### config.mk
export PLATFORM = sky130hd
export DESIGN_NAME = sdr_readout
export DESIGN_NICKNAME = d
export VERILOG_FILES = /design/src/sdr_readout.v
export VERILOG_INCLUDE_DIRS = /design/src
export SDC_FILE = /design/constraint.sdc
export NUM_CORES = 1
export LEC_CHECK = 0
export BUFFER_PORTS_ARGS = -buffer_cell sky130_fd_sc_hd__buf_2
export CAP_MARGIN = 20
export CORE_ASPECT_RATIO = 0.75
export CORE_UTILIZATION = 39
export CTS_CLUSTER_DIAMETER = 80
export DETAILED_ROUTE_END_ITERATION = 7
export GPL_TIMING_DRIVEN = 0
export MAX_ROUTING_LAYER = met4
export SLEW_MARGIN = 20
export SYNTH_ARGS = -nofsm -noshare
export SYNTH_HDL_FRONTEND = slang
export SYNTH_SLANG_ARGS = --single-unit
### constraint.sdc
create_clock -name clock -period 32.3 [get_ports clock]
set_input_delay 4.845 -clock clock [delete_from_list [all_inputs] [get_ports clock]]
set_output_delay 4.845 -clock clock [all_outputs]
set_load 0.01 [all_outputs]
### src/sdr_regs.vh
// Constants for the sigma-delta converter serial readout block.
`ifndef SDR_REGS_VH
`define SDR_REGS_VH
`define SDR_MOD_DIV        3'd6
`define SDR_OSR            6'd63
`define SDR_WORD_BITS      5'd24
`define SDR_ACC_BITS       36
`define SDR_SETTLE_CONV    3'd5
`define SDR_RESYNC_CYCLES  20'd1000
`define SDR_PDOWN_CYCLES   20'd200000
`endif
### src/sdr_readout.v
// Delta-sigma decimation filter and serial result readout.
`timescale 1ns/10ps
`include "sdr_regs.vh"

module sdr_readout
#(
  parameter RESYNC_CYCLES = `SDR_RESYNC_CYCLES,
  parameter PDOWN_CYCLES  = `SDR_PDOWN_CYCLES
)
(
  input  wire        clock,
  input  wire        reset,
  input  wire        modBit,
  input  wire        serialClk,
  output reg         dataOutReadyLine,
  output reg         modResync,
  output reg         powerDown,
  output reg         settled
);

  // ----------------------------------------------------------------
  // Serial clock and modulator bit synchronisers
  // ----------------------------------------------------------------
  reg        sclkMeta_q;
  reg        sclkSync_q;
  reg        sclkLast_q;
  reg        modMeta_q;
  reg        modSync_q;

  // Both pins pass two flops; the second stage is read, and the serial clock also has a third stage that is read for edge detection.
  always @(posedge clock or posedge reset)
  begin
    if (reset)
    begin
      sclkMeta_q <= 1'b0;
      sclkSync_q <= 1'b0;
      sclkLast_q <= 1'b0;
      modMeta_q  <= 1'b0;
      modSync_q  <= 1'b0;
    end
    else
    begin
      sclkMeta_q <= serialClk;
      sclkSync_q <= sclkMeta_q;
      sclkLast_q <= sclkSync_q;
      modMeta_q  <= modBit;
      modSync_q  <= modMeta_q;
    end
  end

  // Rising edge of the synchronised serial clock, a single clock wide.
  wire sclkRise = sclkSync_q & ~sclkLast_q;

  // ----------------------------------------------------------------
  // Modulator clock enable and sinc5 filter
  // ----------------------------------------------------------------
  // Rate strobes; both stop while the block sleeps so the filter holds still.
  reg  [2:0]  divCnt_q;
  reg  [5:0]  osrCnt_q;
  reg  [2:0]  settleCnt_q;
  wire [35:0] integIn   [0:4];
  wire [35:0] integOut  [0:4];
  wire [35:0] combOut   [0:5];
  wire        modEn  = (divCnt_q == `SDR_MOD_DIV - 3'd1) & ~powerDown;
  wire        decEn  = modEn & (osrCnt_q == `SDR_OSR);
  wire [35:0] inSample = {35'd0, modSync_q};

  // Divide the system clock by six to time the modulator.
  always @(posedge clock or posedge reset)
  begin
    if (reset)
      divCnt_q <= 3'd0;
    else if (modEn || divCnt_q == `SDR_MOD_DIV - 3'd1 || modResync)
      divCnt_q <= 3'd0;
    else
      divCnt_q <= divCnt_q + 3'd1;
  end

  // Count modulator samples per result; resync restarts the frame.
  always @(posedge clock or posedge reset)
  begin
    if (reset)
      osrCnt_q <= 6'd0;
    else if (modResync)
      osrCnt_q <= 6'd0;
    else if (modEn)
      osrCnt_q <= osrCnt_q + 6'd1;
  end

  // Five integrators and five combs; modulo arithmetic makes wrap harmless.
  // Each stage keeps its own registers so every flop has a single driver.
  assign combOut[0] = integOut[4];
  genvar gi;
  generate
    for (gi = 0; gi < 5; gi = gi + 1)
    begin : gStage
      reg [35:0] integ_q;
      reg [35:0] combDly_q;

      // The first integrator takes the modulator bit, the rest chain on.
      if (gi == 0)
      begin : gHead
        assign integIn[gi] = inSample;
      end
      else
      begin : gChain
        assign integIn[gi] = integOut[gi - 1];
      end

      // Integrators run at the modulator rate, combs at the result rate.
      always @(posedge clock or posedge reset)
      begin
        if (reset)
        begin
          integ_q   <= 36'd0;
          combDly_q <= 36'd0;
        end
        else if (modResync)
        begin
          integ_q   <= 36'd0;
          combDly_q <= 36'd0;
        end
        else
        begin
          if (modEn)
            integ_q <= integIn[gi] + integ_q;
          if (decEn)
            combDly_q <= combOut[gi];
        end
      end

      // Each comb feeds the next stage; the last one is the filter output.
      assign integOut[gi]    = integ_q;
      assign combOut[gi + 1] = combOut[gi] - combDly_q;
    end
  endgenerate

  // Full scale 64^5 is 2^30; keep 24 bits, clipping the single overflow code.
  wire [23:0] result = combOut[5][30] ? 24'hffffff : combOut[5][29:6];

  // ----------------------------------------------------------------
  // Output register and shifter
  // ----------------------------------------------------------------
  reg [23:0] shift_q;
  reg [4:0]  bitCnt_q;
  reg        loaded_q;

  // A new result loads only between reads so a word is never torn.
  always @(posedge clock or posedge reset)
  begin
    if (reset)
    begin
      shift_q          <= 24'h000000;
      bitCnt_q         <= 5'd0;
      loaded_q         <= 1'b0;
      dataOutReadyLine <= 1'b1;
    end
    else if (powerDown || modResync)
    begin
      loaded_q         <= 1'b0;
      bitCnt_q         <= 5'd0;
      dataOutReadyLine <= 1'b1;
    end
    // A serial edge outranks a new result, so an edge is never lost.
    else if (loaded_q && sclkRise)
    begin
      dataOutReadyLine <= shift_q[23];
      shift_q          <= {shift_q[22:0], 1'b1};
      if (bitCnt_q == `SDR_WORD_BITS - 5'd1)
      begin
        bitCnt_q <= 5'd0;
        loaded_q <= 1'b0;
      end
      else
        bitCnt_q <= bitCnt_q + 5'd1;
    end
    // Limitation: a result that completes during a read is dropped, not queued.
    // While the serial clock is high the last bit may still be sampled, so a result that completes then is not loaded.
    else if (decEn && bitCnt_q == 5'd0 && !sclkSync_q)
    begin
      shift_q          <= result;
      loaded_q         <= 1'b1;
      dataOutReadyLine <= 1'b0;
    end
    else if (!loaded_q && sclkSync_q == 1'b0 && bitCnt_q == 5'd0 && sclkLast_q)
      dataOutReadyLine <= 1'b1;
  end

  // ----------------------------------------------------------------
  // Held-high detection and settling count
  // ----------------------------------------------------------------
  // Counts clocks with the serial clock high, saturating at the sleep limit.
  reg [19:0] highCnt_q;

  // An idle-high clock beyond a word's span means resync, longer means sleep.
  always @(posedge clock or posedge reset)
  begin
    if (reset)
    begin
      highCnt_q   <= 20'd0;
      modResync   <= 1'b0;
      powerDown   <= 1'b0;
      settleCnt_q <= 3'd0;
      settled     <= 1'b0;
    end
    else
    begin
      if (!sclkSync_q)
        highCnt_q <= 20'd0;
      else if (highCnt_q != PDOWN_CYCLES[19:0])
        highCnt_q <= highCnt_q + 20'd1;
      modResync <= sclkSync_q && highCnt_q == RESYNC_CYCLES[19:0] - 20'd1;
      powerDown <= sclkSync_q && highCnt_q >= PDOWN_CYCLES[19:0] - 20'd1;
      if (modResync || powerDown)
      begin
        settleCnt_q <= 3'd0;
        settled     <= 1'b0;
      end
      else if (decEn && settleCnt_q != `SDR_SETTLE_CONV)
      begin
        settleCnt_q <= settleCnt_q + 3'd1;
        settled     <= (settleCnt_q == `SDR_SETTLE_CONV - 3'd1);
      end
    end
  end

endmodule

==> run summary, run 1 <==
total CTS buffers -> 43
initial antenna violation count -> 1
Hold Vio Cnt, Final -> 0
Worst Path Arrival -> 11.50 ns
synthesized area per cell -> 8.32 um2
via/cell ratio -> 5.35
Post-Syn Instances -> 3,391
vias in the first global route -> 21,900
mapped cell area -> 0.0282 mm2
First-pass DRT Iterations -> 6
clk_skew -> 0.0304 ns
Worst Path Class, Setup -> flip-flop to flip-flop
Worst EP required -> 32.82 ns
root buffer cell -> clkbuf_16
Fin Setup TNS -> 0 ns
Max Cap Viol -> 0
max_slew headroom -> 29.3%
DRC -> 0
CTS H-tree depth -> 2
Via Count -> 23,800
first-pass GRT wire length -> 121 mm
worst setup margin -> 21.32 ns
Netlist cell types -> 89
post-route cell area -> 0.0311 mm2
dpl hpwl -> 57.3 mm
Nets -> 3,741
Avg WL per Cell -> 16.9 um
max incr delay on CP -> 0.57 ns
biggest area consumer among synthesized cells -> dfrtp_1
RSZ-0062 raised after global routing -> false
setup bufs post-CTS -> 0
run status -> finished, final reports clean
initial core utilization -> 39.4%
min cycle time layout -> 10.98 ns
sequential-to-total area share from yosys stat -> 33.8%
DP Worst Slack -> 21.52 ns
number of flops mapped to enable cells by yosys -> 0
Synth top area share -> 33.7%
syn_nets -> 3,684
Worst-Margin Slew -> 1.06 ns
Antenna diodes -> 0
remaining global-route overflow -> 0
Die Y -> 235 um
Final Slew Violations -> 0
most used cell along the critical path -> a21oi_1
largest net degree at the start of global routing -> 80
crit-path max FO -> 10
Die Footprint -> 0.0734 mm2
synthesized flop and latch total -> 381
Total Routed Length -> 75.1 mm
CTS tree -> done
Area contributors post-synth -> dfrtp_1, ha_1, nand2_1, a21oi_1, xnor2_1
post-cts hold buffer count -> 0
Yosys Warn Count -> 0
# clock sinks -> 381
post_cts resized -> 0
crit path launch type -> flip-flop
Worst Setup End Kind -> flip-flop
DRC marker count from the first detailed-route iteration -> 1,737
Most used DFF post-synth -> dfrtp_1
Final Setup Violations -> 0
# IOs -> 8
Max Buffers Root-to-Sink -> 3
Die X -> 313 um
share of layout cells above drive strength 1 -> 3.56%
Crit-path slowest cell -> o32ai_1
GRT Total Usage -> 21.0%
hold crit path type -> flip-flop to flip-flop
Final GP Congestion -> 0.889
Layout area overhead -> 10.3%
clock slew at the register clock pins of the worst setup and hold paths -> 0.06 ns
Fmax achieved -> 91.1 MHz
crit share post-route -> 34.0%
clk_lat worst skew -> 0.60 ns
Routed Antenna Nets -> 0
Async S/R FF share, synth -> 100%
port bufs -> 7
Core Region -> 0.0717 mm2
placed inst area -> 0.0296 mm2
site row count -> 85
state kept, by name (all words and copies together), names as in the netlist, 3 cells and up:
name / count
bitCnt_q: 5
divCnt_q: 3
gStage.combDly_q: 155
gStage.integ_q: 155
highCnt_q: 20
osrCnt_q: 6
settleCnt_q: 3
shift_q: 24
cell usage in the layout (no fill, tap or decap), types with 11 or more instances in the layout:
cell type	synthesis	routed
buf_1	11	11
nand4_1	28	28
a22o_1	24	24
a211oi_1	39	39
o22ai_1	25	25
nor3_1	37	37
clkbuf_1	92	97
xor2_1	94	94
ha_1	281	281
o211ai_1	16	16
o21ai_1	23	23
xnor2_1	172	172
or3_1	12	12
a21o_1	109	109
a31oi_1	20	20
a21oi_1	351	351
a21boi_0	11	11
and2_1	26	26
o21ai_0	227	227
nor2b_1	46	46
o21bai_1	42	42
inv_1	247	246
clkbuf_16	0	44
nand3_1	73	73
o31ai_1	20	20
and3_1	31	31
nor3b_1	18	18
dfrtp_1	380	380
o21a_1	26	26
nand2_1	513	513
nand2b_1	41	41
nor2_1	198	198
synthesized netlist by cell type, types with 23 or more instances:
| library cell | instances |
|---|---|
| a22o_1 | 24 |
| nor2b_1 | 46 |
| o21bai_1 | 42 |
| xnor2_1 | 172 |
| a21o_1 | 109 |
| o21ai_1 | 23 |
| o21ai_0 | 227 |
| xor2_1 | 94 |
| clkbuf_1 | 92 |
| nand2_1 | 513 |
| ha_1 | 281 |
| dfrtp_1 | 380 |
| and3_1 | 31 |
| nand2b_1 | 41 |
| a21oi_1 | 351 |
| nor2_1 | 198 |
| nor3_1 | 37 |
| o21a_1 | 26 |
| a211oi_1 | 39 |
| o22ai_1 | 25 |
| nand4_1 | 28 |
| and2_1 | 26 |
| nand3_1 | 73 |
| inv_1 | 247 |
worst max-delay path: cells and delay by family, from the launching register on:
kind | cells | cell delay [ns]
compound gates | 22 | 4.60
simple gates | 10 | 2.49
fa+ha+maj | 5 | 1.62
xor+xnor | 5 | 1.01
flops | 1 | 0.51
mux | 1 | 0.40
buf+inv | 1 | 0.22
cells by family after synthesis:
kind of cell,count (synthesis),synth area share [%]
compound gates,1014,22.2
xor+xnor,267,8.31
fa+ha+maj,289,13.0
buf+inv,353,4.75
flops,381,33.8
mux,11,0.408
simple gates,1076,17.5
metal layers:
metal,global-route usage [%],vias up,part of all wire (%)
met1,32.3,11300,53
met4,5.28,0,2.2
met3,2.44,99,4.2
met2,28.6,396,40
li1,-,12000,-
met5,-,-,0
worst paths after layout:
path	cells after the start	endpoint	slack, ns	from
setup / recovery	44	shift_q[13]	21.32	gStage[4].integ_q[1]
hold / removal	0	modSync_q	0.35	modMeta_q
setup reg to reg	44	shift_q[13]	21.32	gStage[4].integ_q[1]
hold reg to reg	0	modSync_q	0.35	modMeta_q
max in group asynchronous	5	gStage[1].combDly_q[6]	26.70	reset
min in group asynchronous	2	gStage[0].integ_q[9]	4.24	reset
stage by stage:
stage	hold WS (ns)	std cells	util, %
floorplan	0.331	3391	-
global placement	0.333	4355	41.1
detailed placement	0.336	4360	41.3
CTS	0.348	4439	43.4
global route	0.349	4439	43.4
finish	0.348	4439	43.4
final cells by class:
| type | count | area [um2] |
|---|---|---|
| plain buffers | 106 | 414 |
| fillers | 7167 | 40600 |
| inverters | 247 | 935 |
| repair buffers | 12 | 173 |
| clock buffers | 58 | 1240 |
| flip-flops and latches | 381 | 9540 |
| well taps | 957 | 1200 |
| multi-input cells | 2657 | 17300 |
| clock inverters | 21 | 284 |
Power of run 1 is not shown: default switching activity piles up to over one toggle a cycle in this logic, so the estimate is an artifact.
==> run 2, diff against run 1 <==
==> constraint.sdc (replaced) <==
create_clock -name clock -period 9.5 [get_ports clock]
set_input_delay 1.425 -clock clock [delete_from_list [all_inputs] [get_ports clock]]
set_output_delay 1.425 -clock clock [all_outputs]
set_load 0.01 [all_outputs]
==> run summary, run 2 (synthesis gave the netlist of run 1 again) <==
run status -> finished, final reports clean
Worst Path Class, Setup -> flip-flop to flip-flop
Worst Setup End Kind -> flip-flop
vias in the first global route -> 22,100
crit share post-route -> 97.4%
# clock sinks -> 381
Core Region -> 0.0717 mm2
Die X -> 313 um
initial antenna violation count -> 0
max_slew headroom -> 33.8%
initial core utilization -> 39.4%
crit-path max FO -> 7
Filler cells -> 7,022
largest net degree at the start of global routing -> 33
port bufs -> 7
site row count -> 85
Nets -> 3,807
via/cell ratio -> 5.37
share of layout cells above drive strength 1 -> 9.27%
Avg WL per Cell -> 17.1 um
crit path from -> gStage[4].integ_q[1]
r2r worst-path depth -> 49
Final Slew Violations -> 0
Max Buffers Root-to-Sink -> 3
Routed Antenna Nets -> 0
Final Setup Violations -> 0
most frequent cells in the layout -> nand2_1, dfrtp_1, a21oi_1, ha_1, inv_1
placed inst area -> 0.0297 mm2
Via Count -> 24,200
Total Routed Length -> 76.8 mm
Hold Vio Cnt, Final -> 0
reg2reg start -> gStage[4].integ_q[1]
Crit-path slowest cell -> or4_4
GRT Total Usage -> 21.2%
Fin Setup TNS -> 0 ns
Worst EP required -> 9.96 ns
flop-to-flop setup slack -> 0.25 ns
dpl hpwl -> 57.8 mm
crit path launch type -> flip-flop
First-pass DRT Iterations -> 5
clock slew at the register clock pins of the worst setup and hold paths -> 0.06 ns
Largest regs -> gStage.combDly_q: 155 flops, gStage.integ_q: 155 flops, shift_q: 24 flops
most used cell along the critical path -> a21oi_2
clk_lat worst skew -> 0.62 ns
# IOs -> 8
max incr delay on CP -> 0.49 ns
root buffer cell -> clkbuf_16
DRC marker count from the first detailed-route iteration -> 1,717
hold crit path type -> flip-flop to flip-flop
min cycle time layout -> 9.25 ns
Final GP Congestion -> 0.886
CTS H-tree depth -> 2
Fmax achieved -> 108 MHz
Die Y -> 235 um
reg2reg end -> shift_q[7]
commonest non-fill, non-tap cell in the layout -> nand2_1
post-route cell area -> 0.0327 mm2
DRC -> 0
first-pass GRT wire length -> 123 mm
clk_skew -> 0.0339 ns
total CTS buffers -> 43
Worst-Margin Slew -> 0.994 ns
Layout area overhead -> 15.7%
Antenna diodes -> 0
Worst Path Arrival -> 9.72 ns
remaining global-route overflow -> 0
CTS tree -> done
Max Cap Viol -> 0
Worst setup endpoint -> shift_q[7]
Die Footprint -> 0.0734 mm2
-- run 2: cell types whose count changed in the layout (fill, tap and decap cells not counted), sizes merged --
cell      previous run  this run
buf                 25        92
clkinv              10         8
bufinv               6         5
clkbuf             151       155
inv                249       248
clkinvlp             3         2
-- run 2: critical path: cells and delay by family, from the launching register on --
family | cells | cell delay, ns
multiplexers | 1 | 0.07
XOR/XNOR | 5 | 0.97
flip-flops | 1 | 0.45
AND/OR/NAND/NOR | 12 | 1.84
buffers and inverters | 5 | 0.71
adder cells (fa/ha/maj) | 5 | 1.26
AO/OA/AOI/OAI | 21 | 3.80
-- run 2: layer usage --
| metal | vias to the layer above | routed length [um] | GRT usage (%) |
|---|---|---|---|
| li1 | 12100 | - | - |
| met1 | 11500 | 40100 | 32.6 |
| met2 | 448 | 31900 | 29.4 |
| met3 | 78 | 3750 | 2.79 |
| met4 | 0 | 1180 | 4.32 |
| met5 | - | 0 | - |
-- run 2: worst min-delay path by stage --
stage,from,endpoint,cells after the start
after global placement,sclkMeta_q,sclkSync_q,0
after detailed placement,sclkMeta_q,sclkSync_q,0
after floorplan,modMeta_q,modSync_q,0
final,sclkMeta_q,sclkSync_q,0
after global routing,sclkMeta_q,sclkSync_q,0
after CTS,sclkMeta_q,sclkSync_q,0
-- run 2: through the flow --
step	hold WS, ns	worst slack [ns]	util [%]	instances
6_report	0.348	0.249	45.6	4505
5_1_grt	0.361	-0.0687	45.6	4505
4_1_cts	0.349	0.00228	44.2	4468
3_5_place_dp	0.336	-1.26	41.5	4368
3_3_place_gp	0.333	-1.26	41.1	4355
2_1_floorplan	0.331	0.585	-	3391
-- run 2: layout make-up --
class	count	area, um2	area share, %
well taps	957	1200	3.67
multi-input cells	2657	18300	56.0
inverters	247	931	2.85
plain buffers	104	414	1.27
repair buffers	80	791	2.42
clock inverters	16	249	0.762
flip-flops and latches	381	9540	29.2
clock buffers	63	1250	3.83
-- run 2: timing repair --
action,in CTS,in global routing
cloned,1,1
buffers inserted,20,38
setup endpoints to repair,24,24
hold buffers,0,0
resized for setup,58,143
pin swaps,20,68
Power of run 2 is left out for the same reason.
